File: config.mk
export PLATFORM = sky130hd
export DESIGN_NAME = dmb_core
export DESIGN_NICKNAME = d
export VERILOG_FILES = /design/src/dmb_pkg.sv /design/src/dmb_addr_resolve.sv /design/src/dmb_core.sv
export SDC_FILE = /design/constraint.sdc
export NUM_CORES = 2
export LEC_CHECK = 0
export ABC_AREA = 1
export BUFFER_PORTS_ARGS = -buffer_cell sky130_fd_sc_hd__buf_4
export CORE_AREA = 4 4 513 515
export CTS_BUF_LIST = sky130_fd_sc_hd__clkbuf_2
export CTS_CLUSTER_SIZE = 25
export DETAILED_ROUTE_END_ITERATION = 8
export DIE_AREA = 0 0 517 519
export PLACE_DENSITY = 0.72
export SETUP_SLACK_MARGIN = 0.15
export SLEW_MARGIN = 20
export SYNTH_ARGS = -nofsm -noshare
export SYNTH_HDL_FRONTEND = slang
export SYNTH_SLANG_ARGS = --single-unit
File: constraint.sdc
create_clock -name clk_sys_i -period 5.8 [get_ports clk_sys_i]
set_input_delay 1.16 -clock clk_sys_i [delete_from_list [all_inputs] [get_ports clk_sys_i]]
set_output_delay 1.16 -clock clk_sys_i [all_outputs]
set_load 0.02 [all_outputs]
File: src/dmb_pkg.sv
// Constants, types and field layouts of the data memory bank and indirect addressing block.
//
// How it works
// - An access to either indirect data port is redirected to the location held in that port's memory pointer.
// - The first pointer pair reaches only bank 0, the second reaches the bank chosen by the bank selector.
// - An indirect access that lands on an indirect port address reads zero and writes nothing.
// - Both memory pointers are real 8-bit registers that read, write and modify like any other register.
// - Direct accesses always go to bank 0 whatever the bank selector holds.
// - Bit 0 of the bank selector chooses between bank 0 and bank 1.
// - Every reset returns the bank selection to bank 0, except a watchdog time-out reset in power-down.
// - Special function addresses decode to the same registers in every bank.
// - ALU results go to the accumulator and no direct memory-to-memory move exists.
// - Writing the program counter low byte jumps within the current page by replacing only the low 8 bits.
// - Such a jump inserts one dummy instruction cycle before execution resumes.
// - The non-volatile memory control register at 40H decodes only while bank 1 is selected.
// - Bank selector bits 7 to 1 read as zero and bit 0 resets to 0.
package dmb_pkg;

    // ==========================================================================
    // Addresses and widths
    localparam int DATA_W = 8;
    localparam int PC_W = 11;
    localparam logic [7:0] ADDR_PORT0 = 8'h00;
    localparam logic [7:0] ADDR_PTR0 = 8'h01;
    localparam logic [7:0] ADDR_PORT1 = 8'h02;
    localparam logic [7:0] ADDR_PTR1 = 8'h03;
    localparam logic [7:0] ADDR_BANK = 8'h04;
    localparam logic [7:0] ADDR_ACC = 8'h05;
    localparam logic [7:0] ADDR_PCL = 8'h06;
    localparam logic [7:0] ADDR_NVM_CTRL = 8'h40;
    localparam logic [7:0] SFR_LIMIT = 8'h40;
    localparam logic [7:0] GP_TOP = 8'h9F;
    localparam int RAM_DEPTH = 256;
    localparam int BANK_BIT = 0;

    // ==========================================================================
    // Reset values
    localparam logic [7:0] RST_BYTE = 8'h00;
    localparam logic RST_BANK = 1'b0;
    localparam logic [7:0] ZERO_BYTE = 8'h00;

    // Access request from the core.
    typedef struct packed {
        logic rd;
        logic wr;
        logic [7:0] addr;
        logic [7:0] wdata;
    } dmb_req_s;

    // Resolved physical target of an access.
    typedef struct packed {
        logic bank;
        logic [7:0] addr;
        logic null_hit;
    } dmb_target_s;

endpackage : dmb_pkg
File: src/dmb_addr_resolve.sv
// Address resolver that turns a core address into a bank and location.
`timescale 1ns/1ps

module dmb_addr_resolve (
    input wire logic [7:0] addr_i,
    input wire logic [7:0] ptr0_i,
    input wire logic [7:0] ptr1_i,
    input wire logic bank_i,
    output dmb_pkg::dmb_target_s tgt_o
);

    // ==========================================================================
    // Port detection
    wire is_port0 = (addr_i == dmb_pkg::ADDR_PORT0);
    wire is_port1 = (addr_i == dmb_pkg::ADDR_PORT1);
    wire [7:0] eff_addr = is_port0 ? ptr0_i : (is_port1 ? ptr1_i : addr_i);
    wire eff_bank = is_port1 ? bank_i : 1'b0;
    wire self_hit = (is_port0 || is_port1) &&
                    (eff_addr == dmb_pkg::ADDR_PORT0 || eff_addr == dmb_pkg::ADDR_PORT1);

    // Target assembly.
    assign tgt_o = '{bank: eff_bank, addr: eff_addr, null_hit: self_hit};

endmodule : dmb_addr_resolve

File: src/dmb_core.sv
// Data memory bank, pointers, accumulator and program counter low byte.
`timescale 1ns/1ps

module dmb_core (
    input wire logic clk_sys_i,
    input wire logic rst_i,
    input wire logic wdt_pd_reset_i,
    input wire dmb_pkg::dmb_req_s req_i,
    input wire logic acc_we_i,
    input wire logic [7:0] acc_wdata_i,
    input wire logic pc_step_i,
    input wire logic [10:0] pc_load_val_i,
    input wire logic pc_load_i,
    output logic [7:0] rdata_o,
    output logic [7:0] acc_o,
    output logic [7:0] ptr0_o,
    output logic [7:0] ptr1_o,
    output logic bank_select_bit_o,
    output logic [10:0] pc_o,
    output logic dummy_cycle_o,
    output logic nvm_ctrl_sel_o
);

    // ==========================================================================
    // Storage
    logic [7:0] ptr0_r;
    logic [7:0] ptr1_r;
    logic bank_r;
    logic [7:0] acc_r;
    logic [10:0] pc_r;
    logic dummy_r;
    logic [7:0] ram_b0 [dmb_pkg::RAM_DEPTH];
    logic [7:0] ram_b1 [dmb_pkg::RAM_DEPTH];
    logic [7:0] rdata_r;
    dmb_pkg::dmb_target_s tgt;

    dmb_addr_resolve u_resolve (
        .addr_i(req_i.addr),
        .ptr0_i(ptr0_r),
        .ptr1_i(ptr1_r),
        .bank_i(bank_r),
        .tgt_o(tgt)
    );

    // ==========================================================================
    // Decode
    wire acc_ok = !tgt.null_hit;
    wire sfr_hit = (tgt.addr < dmb_pkg::SFR_LIMIT);
    wire nvm_hit = (tgt.addr == dmb_pkg::ADDR_NVM_CTRL) && tgt.bank;
    wire gp_hit = !sfr_hit && (tgt.addr <= dmb_pkg::GP_TOP) && !tgt.bank;
    wire b1_hit = !sfr_hit && tgt.bank && !nvm_hit;
    wire wr_ok = req_i.wr && acc_ok;
    wire wr_ptr0 = wr_ok && (tgt.addr == dmb_pkg::ADDR_PTR0);
    wire wr_ptr1 = wr_ok && (tgt.addr == dmb_pkg::ADDR_PTR1);
    wire wr_bank = wr_ok && (tgt.addr == dmb_pkg::ADDR_BANK);
    wire wr_acc = wr_ok && (tgt.addr == dmb_pkg::ADDR_ACC);
    wire wr_pcl = wr_ok && (tgt.addr == dmb_pkg::ADDR_PCL) && !dummy_r;
    wire wr_gp = wr_ok && gp_hit;
    wire wr_b1 = wr_ok && b1_hit;

    // Read multiplexer; indirect ports pointing at themselves read zero.
    logic [7:0] rd_nxt;
    always_comb begin
        rd_nxt = dmb_pkg::ZERO_BYTE;
        if (!acc_ok) begin
            rd_nxt = dmb_pkg::ZERO_BYTE;
        end else begin
            case (tgt.addr)
                dmb_pkg::ADDR_PTR0: rd_nxt = ptr0_r;
                dmb_pkg::ADDR_PTR1: rd_nxt = ptr1_r;
                dmb_pkg::ADDR_BANK: rd_nxt = {7'h00, bank_r};
                dmb_pkg::ADDR_ACC: rd_nxt = acc_r;
                dmb_pkg::ADDR_PCL: rd_nxt = pc_r[7:0];
                default: begin
                    if (gp_hit) begin
                        rd_nxt = ram_b0[tgt.addr];
                    end else if (b1_hit) begin
                        rd_nxt = ram_b1[tgt.addr];
                    end
                end
            endcase
        end
    end

    // ==========================================================================
    // Pointer and bank registers
    always_ff @(posedge clk_sys_i) begin
        if (rst_i) begin
            ptr0_r <= dmb_pkg::RST_BYTE;
            ptr1_r <= dmb_pkg::RST_BYTE;
        end else begin
            if (wr_ptr0) ptr0_r <= req_i.wdata;
            if (wr_ptr1) ptr1_r <= req_i.wdata;
        end
    end

    // Bank bit survives only the watchdog reset taken in power-down.
    always_ff @(posedge clk_sys_i) begin
        if (rst_i && !wdt_pd_reset_i) begin
            bank_r <= dmb_pkg::RST_BANK;
        end else if (!rst_i && wr_bank) begin
            bank_r <= req_i.wdata[dmb_pkg::BANK_BIT];
        end
    end

    // Accumulator: ALU results land here; a register write loads it too.
    always_ff @(posedge clk_sys_i) begin
        if (rst_i) begin
            acc_r <= dmb_pkg::RST_BYTE;
        end else if (acc_we_i) begin
            acc_r <= acc_wdata_i;
        end else if (wr_acc) begin
            acc_r <= req_i.wdata;
        end
    end

    // Program counter with in-page jump and one dummy cycle.
    always_ff @(posedge clk_sys_i) begin
        if (rst_i) begin
            pc_r <= '0;
            dummy_r <= 1'b0;
        end else begin
            dummy_r <= wr_pcl;
            if (wr_pcl) begin
                pc_r <= {pc_r[10:8], req_i.wdata};
            end else if (pc_load_i) begin
                pc_r <= pc_load_val_i;
            end else if (pc_step_i && !dummy_r) begin
                pc_r <= pc_r + 11'h001;
            end
        end
    end

    // General purpose memory, no reset.
    always_ff @(posedge clk_sys_i) begin
        if (wr_gp) ram_b0[tgt.addr] <= req_i.wdata;
        if (wr_b1) ram_b1[tgt.addr] <= req_i.wdata;
    end

    // Registered read data.
    always_ff @(posedge clk_sys_i) begin
        if (rst_i) begin
            rdata_r <= dmb_pkg::ZERO_BYTE;
        end else if (req_i.rd) begin
            rdata_r <= rd_nxt;
        end
    end

    // Outputs.
    assign rdata_o = rdata_r;
    assign acc_o = acc_r;
    assign ptr0_o = ptr0_r;
    assign ptr1_o = ptr1_r;
    assign bank_select_bit_o = bank_r;
    assign pc_o = pc_r;
    assign dummy_cycle_o = dummy_r;
    assign nvm_ctrl_sel_o = (req_i.rd || req_i.wr) && nvm_hit && acc_ok;

    // ==========================================================================
    // Assertions
    a_bank_reset: assert property (@(posedge clk_sys_i) rst_i && !wdt_pd_reset_i |=> !bank_r)
        else $error("bank not cleared by reset");
    a_bank_hold: assert property (@(posedge clk_sys_i) rst_i && wdt_pd_reset_i |=> $stable(bank_r))
        else $error("bank changed on power-down watchdog reset");
    a_self_zero: assert property (@(posedge clk_sys_i) disable iff (rst_i)
        req_i.rd && tgt.null_hit |=> rdata_o == 8'h00)
        else $error("indirect self access did not read zero");
    a_pcl_jump: assert property (@(posedge clk_sys_i) disable iff (rst_i)
        wr_pcl |=> pc_o == {$past(pc_r[10:8]), $past(req_i.wdata)})
        else $error("pcl jump wrong target");
    a_dummy_cyc: assert property (@(posedge clk_sys_i) disable iff (rst_i)
        wr_pcl |=> dummy_cycle_o ##1 !dummy_cycle_o)
        else $error("dummy cycle not one cycle");
    a_ptr_write: assert property (@(posedge clk_sys_i) disable iff (rst_i)
        wr_ptr1 |=> ptr1_o == $past(req_i.wdata))
        else $error("pointer write lost");
    a_direct_bank: assert property (@(posedge clk_sys_i) disable iff (rst_i)
        req_i.addr != dmb_pkg::ADDR_PORT1 |-> !tgt.bank)
        else $error("direct access left bank 0");
    a_acc_load: assert property (@(posedge clk_sys_i) disable iff (rst_i)
        acc_we_i |=> acc_o == $past(acc_wdata_i))
        else $error("alu result not in accumulator");
    a_nvm_bank: assert property (@(posedge clk_sys_i) disable iff (rst_i)
        nvm_ctrl_sel_o |-> bank_r)
        else $error("nvm control decoded outside bank 1");
    c_pcl_jump: cover property (@(posedge clk_sys_i) wr_pcl);
    c_ind_b1: cover property (@(posedge clk_sys_i) wr_b1);
    c_self_rd: cover property (@(posedge clk_sys_i) req_i.rd && tgt.null_hit);
    c_bank_keep: cover property (@(posedge clk_sys_i) rst_i && wdt_pd_reset_i);
    c_nvm_sel: cover property (@(posedge clk_sys_i) nvm_ctrl_sel_o);

    // ==========================================================================
    // Address resolution checks

    // Port 0 never leaves bank 0, whatever the bank bit says.
    a_port0_bank: assert property (@(posedge clk_sys_i) disable iff (rst_i)
        req_i.addr == dmb_pkg::ADDR_PORT0 |-> !tgt.bank)
        else $error("port 0 access left bank 0");

    // Port 1 follows the bank bit.
    a_port1_bank: assert property (@(posedge clk_sys_i) disable iff (rst_i)
        req_i.addr == dmb_pkg::ADDR_PORT1 |-> tgt.bank == bank_r)
        else $error("port 1 access ignored bank bit");

    // Port 0 is redirected to the location held in pointer 0.
    a_port0_addr: assert property (@(posedge clk_sys_i) disable iff (rst_i)
        req_i.addr == dmb_pkg::ADDR_PORT0 |-> tgt.addr == ptr0_r)
        else $error("port 0 not redirected by pointer 0");

    // Port 1 is redirected to the location held in pointer 1.
    a_port1_addr: assert property (@(posedge clk_sys_i) disable iff (rst_i)
        req_i.addr == dmb_pkg::ADDR_PORT1 |-> tgt.addr == ptr1_r)
        else $error("port 1 not redirected by pointer 1");

    // A direct access keeps its own address.
    a_direct_addr: assert property (@(posedge clk_sys_i) disable iff (rst_i)
        req_i.addr != dmb_pkg::ADDR_PORT0 && req_i.addr != dmb_pkg::ADDR_PORT1 |-> tgt.addr == req_i.addr)
        else $error("direct access address altered");

    // Pointer 0 aimed at a port marks the access as void.
    a_port0_null: assert property (@(posedge clk_sys_i) disable iff (rst_i)
        req_i.addr == dmb_pkg::ADDR_PORT0 && (ptr0_r == dmb_pkg::ADDR_PORT0 || ptr0_r == dmb_pkg::ADDR_PORT1)
        |-> tgt.null_hit)
        else $error("port self access not flagged");

    // A void write enables no storage at all.
    a_self_nowr: assert property (@(posedge clk_sys_i) disable iff (rst_i)
        req_i.wr && tgt.null_hit |-> !wr_ok)
        else $error("indirect self write not dropped");

    // Special function addresses never reach either memory array.
    a_sfr_shared: assert property (@(posedge clk_sys_i) disable iff (rst_i)
        sfr_hit |-> !gp_hit && !b1_hit)
        else $error("special address decoded as memory");

    // Bank 1 memory is written only through port 1.
    a_b1_port1: assert property (@(posedge clk_sys_i) disable iff (rst_i)
        wr_b1 |-> req_i.addr == dmb_pkg::ADDR_PORT1)
        else $error("bank 1 written without port 1");

    // Bank 0 memory writes stay inside the general purpose range.
    a_gp_range: assert property (@(posedge clk_sys_i) disable iff (rst_i)
        wr_gp |-> tgt.addr >= dmb_pkg::SFR_LIMIT && tgt.addr <= dmb_pkg::GP_TOP)
        else $error("bank 0 write outside general range");

    // The control register select only fires on its own address.
    a_nvm_addr: assert property (@(posedge clk_sys_i) disable iff (rst_i)
        nvm_ctrl_sel_o |-> tgt.addr == dmb_pkg::ADDR_NVM_CTRL)
        else $error("nvm control select on wrong address");

    // The control register location is not bank 1 memory.
    a_nvm_notram: assert property (@(posedge clk_sys_i) disable iff (rst_i)
        nvm_hit |-> !b1_hit)
        else $error("nvm control address hit bank 1 memory");

    // ==========================================================================
    // Register checks

    // A bank write keeps only bit 0.
    a_bank_write: assert property (@(posedge clk_sys_i) disable iff (rst_i)
        wr_bank |=> bank_r == $past(req_i.wdata[dmb_pkg::BANK_BIT]))
        else $error("bank bit write lost");

    // Bank reads show zero in the upper seven bits.
    a_bank_read: assert property (@(posedge clk_sys_i) disable iff (rst_i)
        req_i.rd && acc_ok && tgt.addr == dmb_pkg::ADDR_BANK |=> rdata_o == {7'h00, $past(bank_r)})
        else $error("bank read not zero extended");

    // Pointer 0 stores what is written to it.
    a_ptr0_write: assert property (@(posedge clk_sys_i) disable iff (rst_i)
        wr_ptr0 |=> ptr0_o == $past(req_i.wdata))
        else $error("pointer 0 write lost");

    // Pointer 0 reads back like a plain register.
    a_ptr0_read: assert property (@(posedge clk_sys_i) disable iff (rst_i)
        req_i.rd && acc_ok && tgt.addr == dmb_pkg::ADDR_PTR0 |=> rdata_o == $past(ptr0_r))
        else $error("pointer 0 read wrong");

    // Pointer 1 reads back like a plain register.
    a_ptr1_read: assert property (@(posedge clk_sys_i) disable iff (rst_i)
        req_i.rd && acc_ok && tgt.addr == dmb_pkg::ADDR_PTR1 |=> rdata_o == $past(ptr1_r))
        else $error("pointer 1 read wrong");

    // A register write to the accumulator lands when no ALU result competes.
    a_acc_write: assert property (@(posedge clk_sys_i) disable iff (rst_i)
        wr_acc && !acc_we_i |=> acc_o == $past(req_i.wdata))
        else $error("accumulator register write lost");

    // The accumulator reads back its stored value.
    a_acc_read: assert property (@(posedge clk_sys_i) disable iff (rst_i)
        req_i.rd && acc_ok && tgt.addr == dmb_pkg::ADDR_ACC |=> rdata_o == $past(acc_r))
        else $error("accumulator read wrong");

    // The low program counter byte reads back through the data space.
    a_pcl_read: assert property (@(posedge clk_sys_i) disable iff (rst_i)
        req_i.rd && acc_ok && tgt.addr == dmb_pkg::ADDR_PCL |=> rdata_o == $past(pc_r[7:0]))
        else $error("pcl read wrong");

    // Read data stands until the next read.
    a_rdata_hold: assert property (@(posedge clk_sys_i) disable iff (rst_i)
        !req_i.rd |=> $stable(rdata_o))
        else $error("read data changed without a read");

    // ==========================================================================
    // Program counter checks

    // The counter stands still during the dummy cycle unless fully loaded.
    a_pc_dummy: assert property (@(posedge clk_sys_i) disable iff (rst_i)
        dummy_r && !pc_load_i |=> pc_o == $past(pc_r))
        else $error("pc moved during dummy cycle");

    // A plain step advances the counter by one.
    a_pc_step: assert property (@(posedge clk_sys_i) disable iff (rst_i)
        pc_step_i && !dummy_r && !wr_pcl && !pc_load_i |=> pc_o == $past(pc_r) + 11'h001)
        else $error("pc step wrong");

    // A dummy cycle only follows a low byte write.
    a_dummy_src: assert property (@(posedge clk_sys_i) disable iff (rst_i)
        dummy_cycle_o |-> $past(wr_pcl))
        else $error("dummy cycle without pcl write");

endmodule : dmb_core

* Word level (Yosys, flattened, before mapping)
Memory sizes are Yosys's and may differ from the RTL's.
Index checks and enable logic that the tools add are counted.
** Word-level totals
- Bits in latches :: 0
- Bits in read-only memories :: 0
- Logic and storage cells :: 74
- Register bits :: 45
- Memories :: 2
- Output and inout port bits :: 46
- Memory bits (writable) :: 4096
** Memories
- ram_b0 :: words 256, bits a word 8, rd ports 1, clocked after Yosys merged registers in 0, write ports 1, line dmb_core.sv:32 : logic [7:0] ram_b0 [dmb_pkg::RAM_DEPTH];
- ram_b1 :: words 256, bits a word 8, rd ports 1, clocked after Yosys merged registers in 0, write ports 1, line dmb_core.sv:33 : logic [7:0] ram_b1 [dmb_pkg::RAM_DEPTH];
** Cells by class
- Shift operators :: 0
- Multipliers :: 0
- Order comparisons :: 2
- Mux-type cells :: 16
- Bitwise gates (word level) :: 1
- Add/subtract/negate cells :: 1
- Reduce and logical (&&, ||, !) cells :: 36
- Equality and inequality tests :: 8
- Div/mod/pow operators :: 0
** Operator list (count)
- 2-to-1 mux 8 bit :: 8
- one-hot mux 8 bit (5 select lines) :: 1
- == test 8 x 2 -> 1 bit (second input constant) :: 3
- == test 8 x 3 -> 1 bit (second input constant) :: 3
- 2-to-1 mux 11 bit :: 2
- logical AND 1 bit :: 20
- logical NOT 8 bit :: 2
- adder 11 x 1 -> 11 bit (second input constant) :: 1
- == test 8 x 1 -> 1 bit (second input constant) :: 1
- == test 8 x 7 -> 1 bit (second input constant) :: 1
- less-or-equal comparator 8 bit (second input constant) :: 1
- < comparator 8 x 7 -> 1 bit (second input constant) :: 1
- logical NOT 1 bit :: 7
- 2-to-1 mux 1 bit :: 5
- nonzero test 2 bit :: 2
- logical OR 1 bit :: 3
- nonzero test 3 bit :: 1
- AND reduction 2 bit :: 1
- inverter 1 bit :: 1

* Logic depth before layout (Yosys ltp)
- Word-level depth :: 12
- Gate-level depth with buffers :: 27
- Gate-level depth less buffers :: 23

* Modules after synthesis
A second synthesis with hierarchy kept.
** Second synthesis, totals
- Cell total of the unflattened synthesis :: 10602
- Area, all modules :: 116804.5 um^2
** Modules (own cells, without submodules)
- dmb_core :: times used 1, area each 116521.8 um^2, sequential area each 85462.0 um^2, cells each 10549
- dmb_addr_resolve :: times used 1, area each 282.8 um^2, sequential area each 0.0 um^2, cells each 53

* Worst setup path before layout
No wires, ideal clock.
- Kind :: input-to-output
- Start :: input req_i[15] (netlist bit)
- End :: output nvm_ctrl_sel_o
- Stages on the path :: 13
- Setup slack :: 0.938 ns
- Data arrival time :: 3.702 ns
- Cells stage by stage :: nor2_1 > nand2_2 > nor2_8 > nor2_2 > nand2_2 > nand2_2 > buf_6 > buf_6 > nand2_2 > nor2_1 > o21ai_1 > nand2_1 > a2111oi_0
** On the way
- Cells in the longest elaborated chain, start to end :: 8
** RTL lines
- start: declaration :: line dmb_core.sv:8 : input wire dmb_pkg::dmb_req_s req_i,
- == test 8 x 2 -> 1 bit :: line dmb_addr_resolve.sv:15 : wire is_port1 = (addr_i == dmb_pkg::ADDR_PORT1);
- 2-to-1 mux 8 bit (2 in a row) :: line dmb_addr_resolve.sv:16 : wire [7:0] eff_addr = is_port0 ? ptr0_i : (is_port1 ? ptr1_i : addr_i);
- == test 8 x 2 -> 1 bit / logical NOT 8 bit (equally long branches) :: line dmb_addr_resolve.sv:19 : (eff_addr == dmb_pkg::ADDR_PORT0 || eff_addr == dmb_pkg::ADDR_PORT1);
- logical OR 1 bit :: line dmb_addr_resolve.sv:19
- logical AND 1 bit :: line dmb_addr_resolve.sv:18 : wire self_hit = (is_port0 || is_port1) &&
- logical NOT 1 bit :: line dmb_core.sv:47 : wire acc_ok = !tgt.null_hit;
- logical AND 1 bit (*) :: line dmb_core.sv:157 : assign nvm_ctrl_sel_o = (req_i.rd || req_i.wr) && nvm_hit && acc_ok;
- end: declaration :: line dmb_core.sv:21 : output logic nvm_ctrl_sel_o
Mark *: on every way between the ends. The rest lies on a longest branch, timed or not.

* Final worst setup path
- Start :: register ptr0_r[1], in the netlist ptr0_o[1]
- End :: output nvm_ctrl_sel_o
** On the way
- Cells in the longest elaborated chain, start to end :: 6
** RTL lines
- start: declaration :: line dmb_core.sv:26 : logic [7:0] ptr0_r;
- start signal: assignment :: line dmb_core.sv:89 : ptr0_r <= dmb_pkg::RST_BYTE;
- start signal: assignment :: line dmb_core.sv:92 : if (wr_ptr0) ptr0_r <= req_i.wdata;
- 2-to-1 mux 8 bit (*) :: line dmb_addr_resolve.sv:16
- == test 8 x 2 -> 1 bit / logical NOT 8 bit (equally long branches) :: line dmb_addr_resolve.sv:19
- logical OR 1 bit :: line dmb_addr_resolve.sv:19
- logical AND 1 bit :: line dmb_addr_resolve.sv:18
- logical NOT 1 bit :: line dmb_core.sv:47
- logical AND 1 bit (*) :: line dmb_core.sv:157
Marked as above.

==> flow_results.xml <==
<?xml version="1.0" encoding="UTF-8"?>
<metrics>
  <group name="run_status">
    <metric name="run_status" unit="">finished, final reports clean</metric>
  </group>
  <group name="layout">
    <metric name="layout.nets" unit="">16017</metric>
    <metric name="post_route_cells_drive_above_1_share" unit="%">12.4</metric>
    <metric name="area_delta_synth_final" unit="%">13.6</metric>
    <metric name="most-common-layout-cells" unit="">sky130_fd_sc_hd__nand2_1 (4,861), sky130_fd_sc_hd__edfxtp_1 (3,392), sky130_fd_sc_hd__o21ai_0 (1,428)</metric>
    <metric name="area_used_by_multi_input_combinational_logic" unit="um^2">40200</metric>
    <metric name="register_area" unit="um^2">103000</metric>
    <metric name="post-route-cell-area" unit="um^2">167000</metric>
    <metric name="filler_cell_count" unit="">20462</metric>
    <metric name="final_common_cell" unit="">sky130_fd_sc_hd__nand2_1</metric>
  </group>
  <group name="clock_network">
    <metric name="clock_insertion_delay_worst_skew" unit="ns">2.24</metric>
    <metric name="cts.htree.levels" unit="">6</metric>
    <metric name="clk_root_buffer_cell" unit="">sky130_fd_sc_hd__clkbuf_2</metric>
    <metric name="clock_tree_from_tritoncts" unit="">yes</metric>
    <metric name="clock_sinks" unit="">3437</metric>
    <metric name="cts.reportedPaths.clkPinSlew" unit="ns">0.15</metric>
    <metric name="cts_max_path_buffers" unit="">4</metric>
    <metric name="tritoncts.num_buffers" unit="">829</metric>
  </group>
  <group name="timing">
    <metric name="clock_skew_after_layout" unit="ns">0.241</metric>
    <metric name="setup_viol_count_final" unit="">0</metric>
    <metric name="post-route-period-util" unit="%">95.0</metric>
    <metric name="finalHoldViolations" unit="">0</metric>
    <metric name="report.final.slew_viol_count" unit="">0</metric>
    <metric name="timing_worst_slew_pin_value" unit="ns">1.13</metric>
    <metric name="final.min_clock_period" unit="ns">5.51</metric>
    <metric name="peak_freq" unit="MHz">181</metric>
    <metric name="rsz0062_at_grt" unit="">no</metric>
    <metric name="relSlewSlack" unit="%">24.6</metric>
    <metric name="setup_total_negative_slack" unit="ns">0</metric>
  </group>
  <group name="global_routing">
    <metric name="first_global_vias" unit="">100401</metric>
    <metric name="track_usage" unit="%">28.5</metric>
    <metric name="grt_max_degree" unit="">227</metric>
    <metric name="grt_overflow" unit="">0</metric>
    <metric name="antenna_found_initial" unit="">16</metric>
    <metric name="global_route_wire_length_before_repair" unit="um">583000</metric>
  </group>
  <group name="synthesis">
    <metric name="synth_enable_flop_cells" unit="">3392</metric>
    <metric name="synth-main-ff-cell" unit="">sky130_fd_sc_hd__edfxtp_1</metric>
    <metric name="ys_ff_latch" unit="">3437</metric>
    <metric name="ys_warn_count" unit="">0</metric>
    <metric name="syn-mean-instance-area" unit="um^2">10.5</metric>
    <metric name="asr_flop_ratio_synth" unit="%">0</metric>
    <metric name="syn-cell-area" unit="um^2">147000</metric>
    <metric name="post_synth_num_cell_types" unit="">46</metric>
    <metric name="ys_seq_area_share" unit="%">69.9</metric>
    <metric name="syn_inst" unit="">14045</metric>
  </group>
  <group name="die">
    <metric name="ioPinCount" unit="">89</metric>
    <metric name="core_area" unit="um^2">259000</metric>
    <metric name="die_w" unit="um">517</metric>
    <metric name="placementRows" unit="">187</metric>
    <metric name="floorplan.initialDensity" unit="%">56.8</metric>
    <metric name="die_h" unit="um">519</metric>
    <metric name="die-area" unit="um^2">268000</metric>
  </group>
  <group name="routing">
    <metric name="drt-vias-per-instance" unit="">5.26</metric>
    <metric name="drt-pass1-iter-count" unit="">7</metric>
    <metric name="vias" unit="">105009</metric>
    <metric name="route.detailed.wl_per_inst" unit="um">19.4</metric>
    <metric name="drt_first_iter_violations" unit="">12647</metric>
    <metric name="drtAntennaViolNets" unit="">0</metric>
    <metric name="wl" unit="um">388000</metric>
    <metric name="drc" unit="">0</metric>
  </group>
  <group name="critical_path">
    <metric name="critPathBufInv" unit="">3</metric>
    <metric name="r2r_setup_slack" unit="ns">0.74</metric>
    <metric name="timing.critical_path.fanout_max" unit="">10</metric>
    <metric name="critPathRequiredTime" unit="ns">4.64</metric>
    <metric name="timing.critical_path.mode_cell" unit="">sky130_fd_sc_hd__nand2_2</metric>
    <metric name="critPathMaxStageDelay" unit="ns">0.53</metric>
    <metric name="setup.worst_path.end_class" unit="">output port</metric>
    <metric name="timing.setup.critical_path_class" unit="">register to output port</metric>
    <metric name="critPathSlowestCell" unit="">sky130_fd_sc_hd__a2111oi_4</metric>
    <metric name="worstPathArrival" unit="ns">4.35</metric>
    <metric name="timing.critical_path.cells" unit="">inv_1, o21ai_4, inv_8, nand2_2, nor2_2, o21ai_2, nand2_2, a2111oi_4, buf_4</metric>
    <metric name="critical_path.top_delay_family" unit="">compound AO/OA/AOI/OAI gates</metric>
    <metric name="worst_r2r_dst" unit="">rdata_o[5]</metric>
    <metric name="rr_startpoint" unit="">ptr0_o[0]</metric>
    <metric name="worstSetupStartpointType" unit="">register</metric>
    <metric name="cell_depth_of_the_worst_flop_to_flop_path" unit="">22</metric>
  </group>
  <group name="power">
    <metric name="max-vdd-ir-drop" unit="uV">204</metric>
    <metric name="power_leakage" unit="nW">71.2</metric>
    <metric name="cellPowerDensity" unit="nW/um^2">286</metric>
  </group>
  <group name="run">
    <metric name="max-cap-violations" unit="">0</metric>
  </group>
  <group name="hold_path">
    <metric name="timing.hold.worst_path_depth" unit="">10</metric>
    <metric name="whs_endpoint" unit="">dummy_cycle_o</metric>
    <metric name="timing.hold.worst.start" unit="">req_i[9]</metric>
    <metric name="hold_path_class" unit="">input port to register</metric>
  </group>
  <group name="placement">
    <metric name="port_buffers" unit="">88</metric>
    <metric name="detailedPlacementHpwl" unit="um">215000</metric>
    <metric name="standard_cell_area_after_detailed_placement" unit="um^2">158000</metric>
    <metric name="globalplace.congestion" unit="">0.948</metric>
  </group>
</metrics>
-- what timing repair did --
action | in CTS | in global routing
cloned | 1 | 0
hold buffers | 128 | 0
setup buffers | 5 | 1
setup endpoints to repair | 1 | 1
endpoints found under the hold margin | 3550 | 0
gates resized for setup | 6 | 4
pin swaps | 6 | 3
-- report_power, final --
group          leakage (nW)  internal [mW]  switching [mW]
Combinational          33.8          0.978            2.78
Sequential             31.7           28.0           0.160
Clock                  5.74           6.27            9.67
-- worst max-delay path by stage --
stage	cells after the start	from	slack (ns)	end
2_1_floorplan	13	req_i[15]	0.94	nvm_ctrl_sel_o
3_3_place_gp	13	req_i[13]	0.41	nvm_ctrl_sel_o
3_5_place_dp	23	req_i[15]	0.43	rdata_o[2]
4_1_cts	9	ptr0_o[1]	0.22	nvm_ctrl_sel_o
5_1_grt	9	ptr0_o[1]	0.10	nvm_ctrl_sel_o
6_report	9	ptr0_o[1]	0.29	nvm_ctrl_sel_o
-- cells by family after synthesis --
logic type                 count (synthesis)  synth area share, %
buffers and inverters                   2066                 5.65
muxes                                      2               0.0136
adders and majority gates                  1              0.00851
xor gates and xnor gates                   4               0.0238
AOI/OAI and AO/OA                       1664                 5.78
and+or+nand+nor                         6870                 18.6
DFF                                     3437                 69.9
other                                      1              0.00255
-- final cells by class --
cell class / instances / share of cell area [%]
Timing Repair Buffer: 780 / 4.38
Clock inverter: 176 / 0.770
Inverter: 1287 / 2.92
Antenna cell: 19 / 0.0285
Multi-Input combinational cell: 9638 / 24.1
Clock buffer: 1238 / 3.71
Sequential cell: 3437 / 61.6
Tap cell: 3402 / 2.55
-- worst register-to-register path, stage by stage (launching register included) --
cell and delay, ns:
sky130_fd_sc_hd__dfxtp_1 0.42, sky130_fd_sc_hd__inv_1 0.15, sky130_fd_sc_hd__nand2_8 0.19, sky130_fd_sc_hd__nand2_8 0.11, sky130_fd_sc_hd__buf_4 0.24, sky130_fd_sc_hd__buf_4 0.22, sky130_fd_sc_hd__inv_16 0.32, sky130_fd_sc_hd__buf_4 0.32
sky130_fd_sc_hd__buf_4 0.17, sky130_fd_sc_hd__nor2_1 0.06, sky130_fd_sc_hd__o21ai_1 0.14, sky130_fd_sc_hd__nand2_1 0.07, sky130_fd_sc_hd__nand2_1 0.11, sky130_fd_sc_hd__nand4_1 0.35, sky130_fd_sc_hd__a21oi_1 0.52, sky130_fd_sc_hd__nand2_1 0.14
sky130_fd_sc_hd__nor2_1 0.11, sky130_fd_sc_hd__nand2_1 0.06, sky130_fd_sc_hd__dlygate4sd3_1 0.55, sky130_fd_sc_hd__nand3_1 0.07, sky130_fd_sc_hd__dlygate4sd3_1 0.56, sky130_fd_sc_hd__nand2_1 0.05, sky130_fd_sc_hd__a21oi_1 0.11
-- layer usage --
metal  vias to the layer above  share of wire [%]  global-route usage, %
met5                         -              0.011                      0
met4                         6                5.1                   14.0
met3                      1071                 11                   6.45
met2                      5280                 46                   44.5
met1                     49086                 38                   37.8
li1                      49566                  -                      -
-- flip-flops by register name, indices dropped and copies added, names as in the netlist --
register           flops
pc_o                  11
acc_o                  8
ram_b0              1392
ram_b1              2000
ptr0_o                 8
bank_select_bit_o      1
dummy_cycle_o          1
ptr1_o                 8
rdata_o                8
-- cells in the mapped netlist, types with 35 or more instances --
cell type                  number  share of area, %
sky130_fd_sc_hd__buf_1         66              0.17
sky130_fd_sc_hd__edfxtp_1    3392                69
sky130_fd_sc_hd__buf_2        332               1.1
sky130_fd_sc_hd__o21ai_0     1428               4.9
sky130_fd_sc_hd__o21ai_1      123              0.42
sky130_fd_sc_hd__nand3_1       35              0.12
sky130_fd_sc_hd__nand2_1     4877                12
sky130_fd_sc_hd__inv_1       1270               3.2
sky130_fd_sc_hd__a21oi_1       52              0.18
sky130_fd_sc_hd__dfxtp_1       45              0.61
sky130_fd_sc_hd__nor2_1      1367               3.5
sky130_fd_sc_hd__nand3b_1     246               1.3
sky130_fd_sc_hd__clkbuf_1     355              0.91
sky130_fd_sc_hd__nor3_1       291              0.99
-- per-stage QoR --
stage / setup slack [ns] / cells / total power, mW / hold slack (ns) / utilization [%]
6_report: 0.287 / 19977 / 47.8 / 0.153 / 64.5
5_1_grt: 0.102 / 19968 / 49.9 / 0.0523 / 64.5
4_1_cts: 0.218 / 19957 / 48.1 / 0.00230 / 64.5
3_5_place_dp: 0.431 / 18409 / 32.2 / 0.466 / 61.0
3_3_place_gp: 0.406 / 18408 / 32.2 / 0.470 / 61.0
2_1_floorplan: 0.938 / 15140 / 30.7 / 0.543 / -
No activity file was read; power rests on OpenSTA's default activity.
